==> config.mk <==
export PLATFORM = sky130hd
export DESIGN_NAME = apm_block
export DESIGN_NICKNAME = d
export VERILOG_FILES = /design/src/shared/apm_pkg.sv /design/src/verilog/apm_block.sv
export SDC_FILE = /design/constraint.sdc
export NUM_CORES = 1
export LEC_CHECK = 0
export BUFFER_PORTS_ARGS = -buffer_cell sky130_fd_sc_hd__buf_2
export CORE_ASPECT_RATIO = 0.5
export CORE_MARGIN = 3
export CORE_UTILIZATION = 43
export CTS_BUF_LIST = sky130_fd_sc_hd__clkbuf_2 sky130_fd_sc_hd__clkbuf_4 sky130_fd_sc_hd__clkbuf_8
export CTS_CLUSTER_DIAMETER = 120
export CTS_CLUSTER_SIZE = 14
export DETAILED_ROUTE_END_ITERATION = 6
export HOLD_SLACK_MARGIN = 0.03
export PLACE_DENSITY = 0.88
export SYNTH_ARGS = -nofsm -noshare
export SYNTH_HDL_FRONTEND = slang
export SYNTH_SLANG_ARGS = --single-unit
==> constraint.sdc <==
create_clock -name clk_in -period 1.8 [get_ports clk_in]
set_input_delay 0.27 -clock clk_in [delete_from_list [all_inputs] [get_ports clk_in]]
set_output_delay 0.27 -clock clk_in [all_outputs]
set_load 0.01 [all_outputs]
==> src/shared/apm_pkg.sv <==
// apm_pkg: constants and carrier types of the pm event block
// assumes: 32-bit avalon-mm register ports, one byte of data per word
`default_nettype none

package apm_pkg;

	// ****************************************************************
	// bus geometry
	// ****************************************************************
	localparam int unsigned AW = 6;
	localparam int unsigned DW = 32;
	localparam int unsigned IW = 4;
	localparam int unsigned BW = 8;
	localparam int unsigned IDX_LSB = 2;

	// ****************************************************************
	// register indices (byte address is four times the index)
	// ****************************************************************
	localparam logic [IW-1:0] IDX_STS1  = 4'h0;
	localparam logic [IW-1:0] IDX_STS2  = 4'h1;
	localparam logic [IW-1:0] IDX_EN1   = 4'h2;
	localparam logic [IW-1:0] IDX_EN2   = 4'h3;
	localparam logic [IW-1:0] IDX_CTL1  = 4'h4;
	localparam logic [IW-1:0] IDX_CTL2  = 4'h5;
	localparam logic [IW-1:0] IDX_PM2C1 = 4'h6;
	localparam logic [IW-1:0] IDX_PM2C2 = 4'h7;
	localparam logic [IW-1:0] IDX_ECSTS = 4'h8;

	// ****************************************************************
	// field positions, masks and reset values
	// ****************************************************************
	localparam int unsigned STS_PWR   = 0;
	localparam int unsigned STS_SLEEP = 1;
	localparam int unsigned STS_ALARM = 2;
	localparam int unsigned STS_OVR   = 3;
	localparam int unsigned STS_WAKE  = 7;
	localparam logic [BW-1:0] STS_MASK  = 8'h8f;
	localparam logic [BW-1:0] EN_MASK   = 8'h07;
	localparam int unsigned CTL2_OVR_EN  = 1;
	localparam int unsigned CTL2_TYP_LO  = 2;
	localparam int unsigned CTL2_TYP_HI  = 4;
	localparam int unsigned CTL2_SLEEP_ENABLE_BIT  = 5;
	localparam logic [BW-1:0] CTL2_MASK = 8'h3e;
	localparam logic [BW-1:0] ECSTS_MASK = 8'h01;
	localparam int unsigned ECSTS_SCI  = 0;
	localparam logic [BW-1:0] REG_RST   = 8'h00;
	localparam logic [DW-BW-1:0] PAD_ZERO = 24'h000000;

	// ****************************************************************
	// types
	// ****************************************************************
	typedef struct packed {
		logic          read;
		logic          write;
		logic [AW-1:0] address;
		logic [DW-1:0] writedata;
		logic [3:0]    byteenable;
	} apm_av_req_t;

	typedef struct packed {
		logic          waitrequest;
		logic [DW-1:0] readdata;
	} apm_av_rsp_t;

	typedef enum logic [1:0] {
		APM_ACTIVE = 2'b01,
		APM_ASLEEP = 2'b10
	} apm_pwr_t;

endpackage

`default_nettype wire

==> src/verilog/apm_block.sv <==
// apm_block: acpi fixed power-management event block with host and ec ports
// assumes: one clock, synchronous reset, both ports avalon-mm slaves
//
// Overview of operation
// - all sequential logic runs on the single block clock
// - system reset returns every register and all logic to defaults
// - host write to control 2 pulses the control-write interrupt to the ec
// - host write to enable 2 pulses the enable-write interrupt to the ec
// - host write to status 2 pulses the status-write interrupt to the ec
// - block enters a frozen low power state on controller request
// - status and control 2 hold power button, sleep, alarm, override, wake, sleep type, sleep enable and override enable bits
// - block drives a system control interrupt pin to the host
// - one sci output serves as both wake and runtime event
// - host writing one clears a status bit unless the ec writes one to it in the same cycle, zero leaves it
// - ec may read and write every status bit
// - enable bits are host writable and ec read-only
// - override enable sits at bit 1 of control 2
// - status and matching enable both set produce an sci event
// - status 2 at index 01h: wake 7, override 3, alarm 2, sleep 1, power 0
// - ec write of one sets a status bit, zero clears it
// - enable 2 at index 03h: alarm 2, sleep 1, power 0, reset zero
`default_nettype none

// ********************************************************************
// avalon slave front end, one wait state per access while run_in is high, waitrequest held while run_in is low
// ********************************************************************
module apm_av_slave (
	input  wire logic                  clk_in,
	input  wire logic                  rst_in,
	input  wire logic                  run_in,
	input  wire apm_pkg::apm_av_req_t  req_in,
	input  wire logic [apm_pkg::DW-1:0] rd_value_in,
	output var  apm_pkg::apm_av_rsp_t  rsp_out,
	output logic                       wr_fire_out,
	output logic [apm_pkg::IW-1:0]     idx_out,
	output logic                       busy_out
);
	import apm_pkg::*;

	logic          done_q;
	logic          done_d;
	logic [DW-1:0] rdata_q;
	logic [DW-1:0] rdata_d;
	wire           req_act;
	wire           capture;

	assign req_act  = req_in.read | req_in.write;
	assign capture  = run_in & req_in.read & ~done_q;
	assign done_d   = req_act & ~done_q;
	assign rdata_d  = capture ? rd_value_in : rdata_q;
	assign busy_out = req_act;
	assign idx_out  = req_in.address[AW-1:IDX_LSB];
	assign wr_fire_out = run_in & req_in.write & done_q & req_in.byteenable[0];
	assign rsp_out.waitrequest = req_act & ~(done_q & run_in);
	assign rsp_out.readdata    = rdata_q;

	always_ff @(posedge clk_in)
	begin
		if (rst_in)
		begin
			done_q  <= 1'b0;
			rdata_q <= '0;
		end
		else if (run_in)
		begin
			done_q  <= done_d;
			rdata_q <= rdata_d;
		end
	end
endmodule

// ********************************************************************
// top of the pm event block
// ********************************************************************
module apm_block (
	input  wire logic                 clk_in,
	input  wire logic                 rst_in,
	input  wire logic                 ce_in,
	input  wire logic                 sleep_req_in,
	input  wire apm_pkg::apm_av_req_t host_req_in,
	output var  apm_pkg::apm_av_rsp_t host_rsp_out,
	input  wire apm_pkg::apm_av_req_t ec_req_in,
	output var  apm_pkg::apm_av_rsp_t ec_rsp_out,
	output logic                      sleep_ack_out,
	output logic                      sci_out_n,
	output logic                      control_write_irq_out,
	output logic                      enable_write_irq_out,
	output logic                      status_write_irq_out,
	output logic [2:0]                sleep_type_field_out,
	output logic                      sleep_enable_bit_out
);
	import apm_pkg::*;

	// ****************************************************************
	// declarations
	// ****************************************************************
	apm_pwr_t      pwr_q;
	apm_pwr_t      pwr_d;
	logic [BW-1:0] sts_q;
	logic [BW-1:0] sts_d;
	logic [BW-1:0] en_q;
	logic [BW-1:0] en_d;
	logic [BW-1:0] ctl1_q;
	logic [BW-1:0] ctl1_d;
	logic [BW-1:0] ctl2_q;
	logic [BW-1:0] ctl2_d;
	logic [BW-1:0] pm2c1_q;
	logic [BW-1:0] pm2c1_d;
	logic [BW-1:0] pm2c2_q;
	logic [BW-1:0] pm2c2_d;
	logic [BW-1:0] ecsts_q;
	logic [BW-1:0] ecsts_d;
	logic          sci_q;
	logic          sci_d;
	logic          ctl_irq_q;
	logic          en_irq_q;
	logic          sts_irq_q;
	wire           run;
	wire           host_fire;
	wire           ec_fire;
	wire           host_busy;
	wire           ec_busy;
	wire [IW-1:0]  host_idx;
	wire [IW-1:0]  ec_idx;
	wire [DW-1:0]  host_rd;
	wire [DW-1:0]  ec_rd;
	wire [BW-1:0]  host_wb;
	wire [BW-1:0]  ec_wb;
	wire           h_sts;
	wire           h_en;
	wire           h_ctl1;
	wire           h_ctl2;
	wire           h_pm2c1;
	wire           h_pm2c2;
	wire           e_sts;
	wire           e_ecsts;
	wire [BW-1:0]  host_clr;
	wire [BW-1:0]  ec_base;
	wire [BW-1:0]  ec_set;
	wire           evt_hit;
	wire           ovr_hit;

	// ****************************************************************
	// readback
	// ****************************************************************
	function automatic logic [BW-1:0] rd_mux(input logic [IW-1:0] idx,
		input logic [BW-1:0] s, input logic [BW-1:0] e,
		input logic [BW-1:0] c1, input logic [BW-1:0] c2,
		input logic [BW-1:0] p1, input logic [BW-1:0] p2,
		input logic [BW-1:0] x);
		logic [BW-1:0] r;
		r = REG_RST;
		case (idx)
			IDX_STS2:  r = s;
			IDX_EN2:   r = e;
			IDX_CTL1:  r = c1;
			IDX_CTL2:  r = c2;
			IDX_PM2C1: r = p1;
			IDX_PM2C2: r = p2;
			IDX_ECSTS: r = x;
			default:   r = REG_RST;
		endcase
		return r;
	endfunction

	assign host_rd = {PAD_ZERO, rd_mux(host_idx, sts_q, en_q, ctl1_q, ctl2_q,
		pm2c1_q, pm2c2_q, ecsts_q)};
	assign ec_rd   = {PAD_ZERO, rd_mux(ec_idx, sts_q, en_q, ctl1_q, ctl2_q,
		pm2c1_q, pm2c2_q, ecsts_q)};

	// ****************************************************************
	// bus ports
	// ****************************************************************
	apm_av_slave u_host (
		.clk_in      (clk_in),
		.rst_in      (rst_in),
		.run_in      (run),
		.req_in      (host_req_in),
		.rd_value_in (host_rd),
		.rsp_out     (host_rsp_out),
		.wr_fire_out (host_fire),
		.idx_out     (host_idx),
		.busy_out    (host_busy)
	);

	apm_av_slave u_ec (
		.clk_in      (clk_in),
		.rst_in      (rst_in),
		.run_in      (run),
		.req_in      (ec_req_in),
		.rd_value_in (ec_rd),
		.rsp_out     (ec_rsp_out),
		.wr_fire_out (ec_fire),
		.idx_out     (ec_idx),
		.busy_out    (ec_busy)
	);

	// ****************************************************************
	// low power state
	// ****************************************************************
	assign run = ce_in & (pwr_q == APM_ACTIVE);
	always_comb
	begin
		pwr_d = pwr_q;
		case (pwr_q)
			APM_ACTIVE:
				if (sleep_req_in & ~host_busy & ~ec_busy)
					pwr_d = APM_ASLEEP;
			APM_ASLEEP:
				if (~sleep_req_in)
					pwr_d = APM_ACTIVE;
			default:
				pwr_d = APM_ACTIVE;
		endcase
	end
	assign sleep_ack_out = (pwr_q == APM_ASLEEP);

	// ****************************************************************
	// write decode
	// ****************************************************************
	assign host_wb = host_req_in.writedata[BW-1:0];
	assign ec_wb   = ec_req_in.writedata[BW-1:0];
	assign h_sts   = host_fire & (host_idx == IDX_STS2);
	assign h_en    = host_fire & (host_idx == IDX_EN2);
	assign h_ctl1  = host_fire & (host_idx == IDX_CTL1);
	assign h_ctl2  = host_fire & (host_idx == IDX_CTL2);
	assign h_pm2c1 = host_fire & (host_idx == IDX_PM2C1);
	assign h_pm2c2 = host_fire & (host_idx == IDX_PM2C2);
	assign e_sts   = ec_fire & (ec_idx == IDX_STS2);
	assign e_ecsts = ec_fire & (ec_idx == IDX_ECSTS);

	// ****************************************************************
	// status bits
	// ****************************************************************
	assign host_clr = h_sts ? (host_wb & STS_MASK) : REG_RST;
	assign ec_base  = e_sts ? (ec_wb & STS_MASK) : sts_q;
	assign ec_set   = e_sts ? (ec_wb & STS_MASK) : REG_RST;
	assign sts_d    = ec_base & ~(host_clr & ~ec_set);

	// ****************************************************************
	// enable, control and ec status
	// ****************************************************************
	assign en_d    = h_en ? (host_wb & EN_MASK) : en_q;
	assign ctl1_d  = h_ctl1 ? host_wb : ctl1_q;
	assign ctl2_d  = h_ctl2 ? (host_wb & CTL2_MASK) : ctl2_q;
	assign pm2c1_d = h_pm2c1 ? host_wb : pm2c1_q;
	assign pm2c2_d = h_pm2c2 ? host_wb : pm2c2_q;
	assign ecsts_d = e_ecsts ? (ec_wb & ECSTS_MASK) : ecsts_q;

	// ****************************************************************
	// sci generation
	// ****************************************************************
	assign evt_hit = |(sts_q & en_q & EN_MASK);
	assign ovr_hit = sts_q[STS_OVR] & ctl2_q[CTL2_OVR_EN];
	assign sci_d   = evt_hit | ovr_hit | ecsts_q[ECSTS_SCI];
	assign sci_out_n = ~sci_q;

	assign sleep_type_field_out = ctl2_q[CTL2_TYP_HI:CTL2_TYP_LO];
	assign sleep_enable_bit_out = ctl2_q[CTL2_SLEEP_ENABLE_BIT];
	assign control_write_irq_out = ctl_irq_q;
	assign enable_write_irq_out  = en_irq_q;
	assign status_write_irq_out  = sts_irq_q;

	// ****************************************************************
	// state
	// ****************************************************************
	always_ff @(posedge clk_in)
	begin
		if (rst_in)
			pwr_q <= APM_ACTIVE;
		else if (ce_in)
			pwr_q <= pwr_d;
	end

	always_ff @(posedge clk_in)
	begin
		if (rst_in)
		begin
			sts_q   <= REG_RST;
			en_q    <= REG_RST;
			ctl1_q  <= REG_RST;
			ctl2_q  <= REG_RST;
			pm2c1_q <= REG_RST;
			pm2c2_q <= REG_RST;
			ecsts_q <= REG_RST;
		end
		else if (run)
		begin
			sts_q   <= sts_d;
			en_q    <= en_d;
			ctl1_q  <= ctl1_d;
			ctl2_q  <= ctl2_d;
			pm2c1_q <= pm2c1_d;
			pm2c2_q <= pm2c2_d;
			ecsts_q <= ecsts_d;
		end
	end

	always_ff @(posedge clk_in)
	begin
		if (rst_in)
		begin
			sci_q     <= 1'b0;
			ctl_irq_q <= 1'b0;
			en_irq_q  <= 1'b0;
			sts_irq_q <= 1'b0;
		end
		else if (ce_in)
		begin
			sci_q     <= sci_d;
			ctl_irq_q <= h_ctl2;
			en_irq_q  <= h_en;
			sts_irq_q <= h_sts;
		end
	end
endmodule

`default_nettype wire

==> results of run 1 <==
-- cell type report --
cell class | instances | area [sq um]
Sequential cell | 62 | 1240
Inverter | 3 | 11.3
Multi-Input combinational cell | 283 | 1940
Tap cell | 108 | 135
Clock buffer | 12 | 159
Clock inverter | 4 | 45.0
Fill cell | 635 | 3600
Timing Repair Buffer | 78 | 468
-- layer usage --
metal	share of wire, %	track usage [%]
met4	1.8	5.25
met2	47	29.2
met5	0	0
met3	8.0	5.43
met1	43	22.3
-- report_power, final --
group | switching [W] | internal, W | total [W]
clock network | 0.000531 | 0.000723 | 0.00125
logic | 0.000204 | 0.0000982 | 0.000302
registers | 0.00000730 | 0.00138 | 0.00138
-- worst paths after layout --
path                        start           endpoint  slack, ns  depth (start not counted)
setup / recovery         pwr_q[0]  u_host.rdata_q[3]       0.15                          4
hold / removal       ec_req_in[6]           sts_q[2]       0.13                          2
setup reg to reg         pwr_q[0]  u_host.rdata_q[3]       0.15                          4
hold reg to reg   u_ec.rdata_q[4]    u_ec.rdata_q[4]       0.46                          2
-- stage by stage --
| stage | cells | utilization (%) |
|---|---|---|
| floorplan | 418 | - |
| global placement | 534 | 50.0 |
| detailed placement | 534 | 50.0 |
| CTS | 550 | 52.7 |
| global route | 550 | 52.7 |
| finish | 550 | 52.7 |
-- registers in the layout, indices dropped and copies added (netlist names), 2 cells and up --
| register | flops |
|---|---|
| ctl1_q | 8 |
| pm2c1_q | 8 |
| pm2c2_q | 8 |
| u_ec.rdata_q | 8 |
| u_host.rdata_q | 8 |
| ctl2_q | 5 |
| sts_q | 5 |
| en_q | 3 |
| pwr_q | 2 |
-- kinds of logic after synthesis --
group	Yosys count	share of synthesized area, %
buffers and inverters	73	13.8
DFF	62	35.6
muxes	58	18.8
AOI/OAI and AO/OA	59	12.1
and+or+nand+nor	118	19.6
other	1	0.108
-- placed cells by master, fill, tap and decap left out, types with 2 or more instances in the layout --
master / count
a32o_1: 6
buf_2: 57
and3_1: 2
nand2_1: 15
clkinv_2: 3
nor2_1: 52
buf_12: 2
nor3_1: 3
o21bai_1: 2
a22o_1: 4
o2bb2ai_1: 7
nand2b_1: 7
mux4_2: 6
nand3_1: 7
clkbuf_8: 11
or3_1: 4
o21ai_0: 3
mux2i_1: 51
o22ai_1: 4
conb_1: 48
a21oi_1: 20
a22oi_1: 3
nand3b_1: 5
or4b_2: 2
buf_4: 19
inv_1: 3
dfxtp_1: 62
nor4_4: 4
a21o_1: 2
nor2b_1: 5
==> summary.txt, run 1 <==
Drt
  • Vias/cell: 5.34
  • DR vias: 2939
  • DR WL/cell: 15.0 um
  • Total wire length: slightly above 8000 um
  • Drt first-iter violations: ~270
  • Drt pass-1 iters: 7
  • Final ANT Viol Nets: 0
  • Residual DRC count: 0

Yosys
  • YS warnings: 0
  • Top FF cell, synth: dfxtp_1
  • Post-synth top area cell: dfxtp_1
  • Post-synth EDFFs: 0
  • Synth top cells by count: dfxtp_1, nor2_1, buf_4, mux2i_1, a21oi_1
  • Synth top area cells: dfxtp_1, mux2i_1, buf_4
  • Count of distinct cell types in the synthesized netlist: between 50 and 60
  • Top-area cell type share of the netlist area: a little over a third
  • Most frequent cell after synthesis: dfxtp_1
  • Seq cells post-synth: 62
  • Post-Syn Area: 3490 sq um
  • Mean Syn Cell Area: 9.40 sq um
  • Cells after Synth: 371
  • Sequential area share after synthesis: 35.6%
  • FFs w/ async S/R, synth: 0%

STA
  • Worst setup margin: 0.148 ns
  • Clock skew: 0.00615 ns
  • RSZ-0062 raised after global routing: no
  • Fin crit share: about 90%
  • Final setup TNS: 0 ns
  • Max Clk Rate: 605 MHz
  • Final number of max-transition violations: 0
  • Worst Max-Slew Pin Slew: 0.574 ns
  • WHS: between 0.1 and 0.15 ns
  • Setup violations, final: 0
  • Final hold violation count: 0
  • Worst slew margin: 61.4%
  • Final min period: 1.65 ns

Clock network
  • Hold buffers post-CTS: 0
  • Reg clk slew, reported paths: 0.07 ns
  • Number of H-tree levels: 3
  • Clock root cell: clkbuf_8
  • CTS tree: yes
  • Post-CTS repair timing setup buffer count: 0
  • Clk Latency, worst-skew pair: 0.35 ns
  • Clock sink count: 62
  • Clock tree buffer depth: 2
  • CTS resizes: 0
  • CTS Buf Count: 9

Placed design
  • Dpl cell area: around 3800 sq um
  • Port Buffers: 57
  • DP HPWL: 6050 um
  • Pre-CTS setup slack: 0.108 ns
  • Gpl congestion: 0.826

Critical path
  • Crit-path max FO: 6
  • CP max stage cell: or3_1
  • Worst path bufs/invs: 0
  • Crit path max-delay family: simple AND/OR/NAND/NOR gates
  • Worst Path Required: 2.08 ns
  • Max stage delay on crit path: 0.44 ns
  • Worst path cell trace: nand3b_4, or3_1, or3_1, o2bb2ai_1
  • WS Path Type: flop to flop
  • CP dominant cell by count: or3_1
  • Crit start category: flop
  • Critical Path AT: 1.93 ns
  • CP Capture Type: flop

Cells and area
  • Design area: about 4000 sq um
  • Antenna diode count: 0
  • Layout cell share with drive strength beyond 1: 25.8%
  • P&R area growth vs syn: 14.7%
  • Nets: 529

Die
  • Rows: 22
  • Ports: 167
  • Initial core utilization: 45.9%
  • DIE WIDTH: 133 um
  • Die area: 9290 sq um
  • Die Y: 69.7 um
  • Core Box Area: roughly 7600 sq um

GRT
  • Number of global-route vias before repair: 2619
  • Initial antenna violation count: 0
  • First-pass GRT wire length: between 10000 and 15000 um
  • Largest net degree at the start of global routing: 29
  • Total global routing overflow: 0
  • Tot GR Track Use: 17.6%

Pwr
  • Power, Total: just under 0.003 W
  • VDD IR max: 313 uV
  • Leakage power: roughly 1.7 nW
  • PwrDens: 735 nW/um^2

Status
  • Outcome: complete, no violations

Worst hold path
  • Hold WC Path Type: input port to flop

Job
  • Max-Cap Viols: 0
(Power assumes the default switching activity.)
==> run 2: changes to the inputs <==
--- a/config.mk
+++ b/config.mk
@@ -8,13 +8,13 @@
 export BUFFER_PORTS_ARGS = -buffer_cell sky130_fd_sc_hd__buf_2
 export CORE_ASPECT_RATIO = 0.5
 export CORE_MARGIN = 3
-export CORE_UTILIZATION = 43
+export CORE_UTILIZATION = 40
 export CTS_BUF_LIST = sky130_fd_sc_hd__clkbuf_2 sky130_fd_sc_hd__clkbuf_4 sky130_fd_sc_hd__clkbuf_8
 export CTS_CLUSTER_DIAMETER = 120
 export CTS_CLUSTER_SIZE = 14
 export DETAILED_ROUTE_END_ITERATION = 6
 export HOLD_SLACK_MARGIN = 0.03
-export PLACE_DENSITY = 0.88
+export PLACE_DENSITY = 0.83
 export SYNTH_ARGS = -nofsm -noshare
 export SYNTH_HDL_FRONTEND = slang
 export SYNTH_SLANG_ARGS = --single-unit
==> run 2 against run 1 <==
Against the previous run: critical path depth increased by 1; die area increased by 7.0%; fmax increased by 2.6%; register-to-register slack improved by 0.04 ns; power increased by 3.3%; sequential power about the same; via count decreased by 0.88%; global-route usage decreased by 1.4 points.
==> summary.txt, run 2 (synthesis gave the netlist of run 1 again) <==
Status
  • Outcome: complete, no violations

Drt
  • Metal3 WL: 578 um
  • Vias/cell: 5.26
  • Total wire length: approximately 8300 um
  • DR vias: 2913
  • Final ANT Viol Nets: 0
  • Detail Route met2 WL: between 4000 and 5000 um
  • Drt first-iter violations: 215
  • Drt pass-1 iters: 5
  • DR WL/cell: 15.0 um
  • Top routing layer used: met4
  • WL met1: 3530 um
  • Residual DRC count: 0

Critical path
  • Max stage delay on crit path: ~0.49 ns
  • Worst Path Required: 2.02 ns
  • CP Capture Type: flop
  • Crit start category: flop
  • Crit. Startpoint: pwr_q[0]
  • Reg2reg start: pwr_q[0]
  • Worst path cell trace: nand3b_4, buf_4, nor4_4, mux2i_1, nor2_1
  • WS Path Type: flop to flop
  • Critical Path AT: 1.84 ns
  • Crit-path max FO: 5
  • CP max stage cell: nor4_4

Die
  • Ports: 167
  • Die Y: 72.0 um
  • Initial core utilization: 42.4%
  • Core Box Area: slightly above 8000 sq um
  • DIE WIDTH: 138 um
  • Die area: 9950 sq um
  • Rows: 23

GRT
  • Largest net degree at the start of global routing: 23
  • Number of global-route vias before repair: 2744
  • First-pass GRT wire length: 13100 um
  • Tot GR Track Use: 16.2%
  • Total global routing overflow: 0
  • Initial antenna violation count: 0

Clock network
  • CTS tree: yes
  • Clk Latency, worst-skew pair: 0.34 ns
  • Clock sink count: between 60 and 70
  • Clock tree buffer depth: 2
  • Number of H-tree levels: 3
  • CTS Buf Count: 9
  • Reg clk slew, reported paths: 0.06 ns
  • Hold buffers post-CTS: 0
  • Clock root cell: clkbuf_8
  • CTS resizes: 0
  • Post-CTS repair timing setup buffer count: 0

Cells and area
  • Non-filler cells, final: 554
  • Area of the multi-input gates: 1940 sq um
  • Layout cell share with drive strength beyond 1: 25.8%
  • Most frequent cells in the layout: dfxtp_1, buf_2, nor2_1
  • Antenna diode count: 0
  • Design area: 4010 sq um
  • Seq. cell area: 1240 sq um
  • Most common cell after layout, fill and taps aside: dfxtp_1
  • Nets: 529
  • P&R area growth vs syn: 15.0%
  • Layout fillers: around 760

STA
  • WHS: 0.149 ns
  • Final hold violation count: 0
  • Final min period: 1.61 ns
  • Worst Max-Slew Pin Slew: 0.496 ns
  • Max Clk Rate: ~620 MHz
  • Fin crit share: between 80% and 90%
  • Worst slew margin: around 67%
  • Final setup TNS: 0 ns
  • Setup violations, final: 0
  • Clock skew: 0.00417 ns
  • Worst setup margin: 0.189 ns
  • RSZ-0062 raised after global routing: no
  • Final number of max-transition violations: 0

Placed design
  • DP HPWL: 6350 um
  • Cell total after placement: ~540
  • Pre-CTS setup slack: 0.0842 ns
  • Gpl congestion: 0.874
  • Port Buffers: 57
  • Dpl cell area: about 3800 sq um

Worst hold path
  • Hold path start: ec_req_in[11]
  • Hold WC Path Type: input port to flop

Pwr
  • PwrDens: approximately 760 nW/um^2
  • VDD IR max: 310 uV
  • Leakage power: between 1.5 and 2 nW

Job
  • Max-Cap Viols: 0
[run 2: worst max-delay path: cells and delay by family (launching register included)]
family / cells / cell delay, ns
flip-flops: 1 / 0.40
multiplexers: 1 / 0.24
buffers and inverters: 1 / 0.19
AND/OR/NAND/NOR: 3 / 0.67
[run 2: worst paths after layout]
path                                         to  slack, ns  cells after the start
worst max-delay path                    en_q[0]       0.19                      5
worst max register to register          en_q[0]       0.19                      5
worst min register to register  u_ec.rdata_q[3]       0.46                      1
worst min-delay path                   sts_q[7]       0.15                      2
[run 2: per-stage QoR]
stage	utilization, %	power (W)
6_report	48.8	0.00304
5_1_grt	48.8	0.00314
4_1_cts	48.8	0.00305
3_5_place_dp	46.0	0.00171
3_3_place_gp	46.0	0.00171
2_1_floorplan	-	0.00168
[run 2: cell type report]
| cell class | instances | area share, % |
|---|---|---|
| clock buffer | 12 | 3.80 |
| sequential | 62 | 30.9 |
| inverter | 3 | 0.281 |
| clock inverter | 4 | 1.75 |
| timing repair buffer | 78 | 11.4 |
| multi-input combinational | 283 | 48.4 |
| tap | 112 | 3.49 |
[run 2: per-layer routing]
metal  vias to the layer above  GRT usage, %
met4                         0          6.24
met1                      1404          19.4
li1                       1366             -
met5                         -             0
met2                       123          28.7
met3                        20          4.28
[run 2: report_power, final]
group          switching [W]  internal (W)  total (W)
clock               0.000508      0.000843    0.00135
sequential        0.00000731       0.00138    0.00139
combinational       0.000203     0.0000980   0.000301
total               0.000718       0.00232    0.00304
==> run 3: changes to the inputs <==
--- a/config.mk
+++ b/config.mk
@@ -7,7 +7,7 @@
 export LEC_CHECK = 0
 export BUFFER_PORTS_ARGS = -buffer_cell sky130_fd_sc_hd__buf_2
 export CORE_ASPECT_RATIO = 0.5
-export CORE_MARGIN = 3
+export CORE_MARGIN = 1.5
 export CORE_UTILIZATION = 40
 export CTS_BUF_LIST = sky130_fd_sc_hd__clkbuf_2 sky130_fd_sc_hd__clkbuf_4 sky130_fd_sc_hd__clkbuf_8
 export CTS_CLUSTER_DIAMETER = 120
==> run 3 against run 2 <==
Against the previous run: power down 4.5%; global-route usage grew 1.9 points; utilization shrank 0.18 points; clock power fell by 10%; register-to-register slack got worse by 0.03 ns; critical path depth stayed put; clock-buffer cell count decreased by 3; cell area decreased by 0.37%; non-clock buffer count down 2; critical path type unchanged; clock skew increased by 0.0018 ns; critical endpoint unchanged; sequential power is essentially flat; via count unchanged.
==> summary.txt, run 3 (synthesis gave the netlist of run 1 again) <==
Die
  • Ports: 167
  • Initial core utilization: 42.4%
  • Rows: 23
  • Die Y: between 60 and 70 um
  • Core Box Area: 8230 sq um
  • DIE WIDTH: 135 um
  • Die area: 9320 sq um

Cells and area
  • Non-filler cells, final: 552
  • P&R area growth vs syn: 14.6%
  • Most frequent cells in the layout: dfxtp_1, buf_2, nor2_1
  • Fin util: 48.6%
  • Area of the multi-input gates: 1940 sq um
  • Antenna diode count: 0
  • Seq. cell area: 1240 sq um
  • Most common cell after layout, fill and taps aside: dfxtp_1
  • Layout cell share with drive strength beyond 1: 25.5%
  • Nets: 527
  • Layout fillers: 747

Critical path
  • WS Path Type: flop to flop
  • Crit start category: flop
  • Critical Path AT: 1.88 ns
  • CP Capture Type: flop
  • Max stage delay on crit path: ~0.46 ns
  • Crit-path max FO: 10
  • Worst path cell trace: nand3b_4, buf_12, nor4_4, mux2i_1, nor2_1
  • Worst Path Required: 2.03 ns
  • Crit path max-delay family: simple AND/OR/NAND/NOR gates
  • CP max stage cell: nor4_4
  • Worst path bufs/invs: 1

Clock network
  • CTS tree: yes
  • Clock root cell: clkbuf_8
  • Clk Latency, worst-skew pair: 0.35 ns
  • Clock tree buffer depth: 2
  • Number of H-tree levels: 3
  • Reg clk slew, reported paths: 0.07 ns
  • CTS resizes: 0
  • Hold buffers post-CTS: 0
  • Post-CTS repair timing setup buffer count: 0
  • CTS Buf Count: 9
  • Clock sink count: 62

STA
  • Worst slew margin: between 60% and 70%
  • Final setup TNS: 0 ns
  • RSZ-0062 raised after global routing: no
  • Fin crit share: 91.3%
  • Clock skew: between 0.005 and 0.006 ns
  • Final hold violation count: 0
  • Worst Max-Slew Pin Slew: 0.529 ns
  • Max Clk Rate: 608 MHz
  • Final number of max-transition violations: 0
  • Setup violations, final: 0
  • Final min period: 1.64 ns

Drt
  • Total wire length: 8230 um
  • DR vias: between 2000 and 3000
  • Final ANT Viol Nets: 0
  • Residual DRC count: 0
  • DR WL/cell: 14.9 um
  • Vias/cell: 5.28
  • Drt pass-1 iters: 5
  • Drt first-iter violations: around 200

Pwr
  • VDD IR max: between 200 and 300 uV
  • Power, Total: around 0.0029 W
  • PwrDens: 726 nW/um^2
  • Leakage power: 1.65 nW

Job
  • Max-Cap Viols: 0

GRT
  • Largest net degree at the start of global routing: 23
  • Initial antenna violation count: 0
  • Total global routing overflow: 0
  • Number of global-route vias before repair: 2749
  • First-pass GRT wire length: 13200 um
  • Tot GR Track Use: 18.1%

Placed design
  • Port Buffers: 57
  • DP HPWL: approximately 6000 um
  • Gpl congestion: approximately 0.86
  • Cell total after placement: roughly 540

Worst hold path
  • Hold WC Path Type: input port to flop

Status
  • Outcome: complete, no violations
## run 3: worst paths after layout
path | startpoint | end | slack, ns | cells after the start
worst max-delay path | pwr_q[0] | en_q[0] | 0.16 | 5
worst min-delay path | ec_req_in[7] | sts_q[3] | 0.13 | 2
worst max register to register | pwr_q[0] | en_q[0] | 0.16 | 5
worst min register to register | u_host.rdata_q[2] | u_host.rdata_q[2] | 0.46 | 1
## run 3: cell type report
type	instances	share of cell area [%]
Clock buffer	9	3.10
Sequential cell	62	31.0
Timing Repair Buffer	76	11.6
Inverter	3	0.282
Tap cell	112	3.51
Clock inverter	7	1.85
Multi-Input combinational cell	283	48.6
## run 3: metrics by stage
| step | area, sq um | hold WS (ns) | setup slack (ns) |
|---|---|---|---|
| floorplan | 3660 | 0.379 | 0.142 |
| global placement | 3800 | 0.445 | 0.143 |
| detailed placement | 3800 | 0.444 | 0.117 |
| CTS | 4000 | 0.117 | 0.165 |
| global route | 4000 | 0.123 | 0.0586 |
| finish | 4000 | 0.128 | 0.156 |
## run 3: routing by layer
layer / wire (um) / GRT usage, % / share of wire (%) / vias up
li1: - / - / - / 1366
met5: 0 / 0 / 0 / -
met3: 668 / 5.52 / 8.1 / 22
met1: 3400 / 21.7 / 41 / 1373
met2: 3960 / 30.3 / 48 / 152
met4: 204 / 7.53 / 2.5 / 0
## run 3: power by group
part	switching [W]	total, W	internal, W
combinational	0.000206	0.000306	0.0000998
sequential	0.00000751	0.00138	0.00138
clock	0.000572	0.00121	0.000639
## run 3: worst register-to-register path: stages (launching register included)
cell      delay (ns)
dfxtp_1         0.41
nand3b_4        0.14
buf_12          0.17
nor4_4          0.47
mux2i_1         0.27
nor2_1          0.07
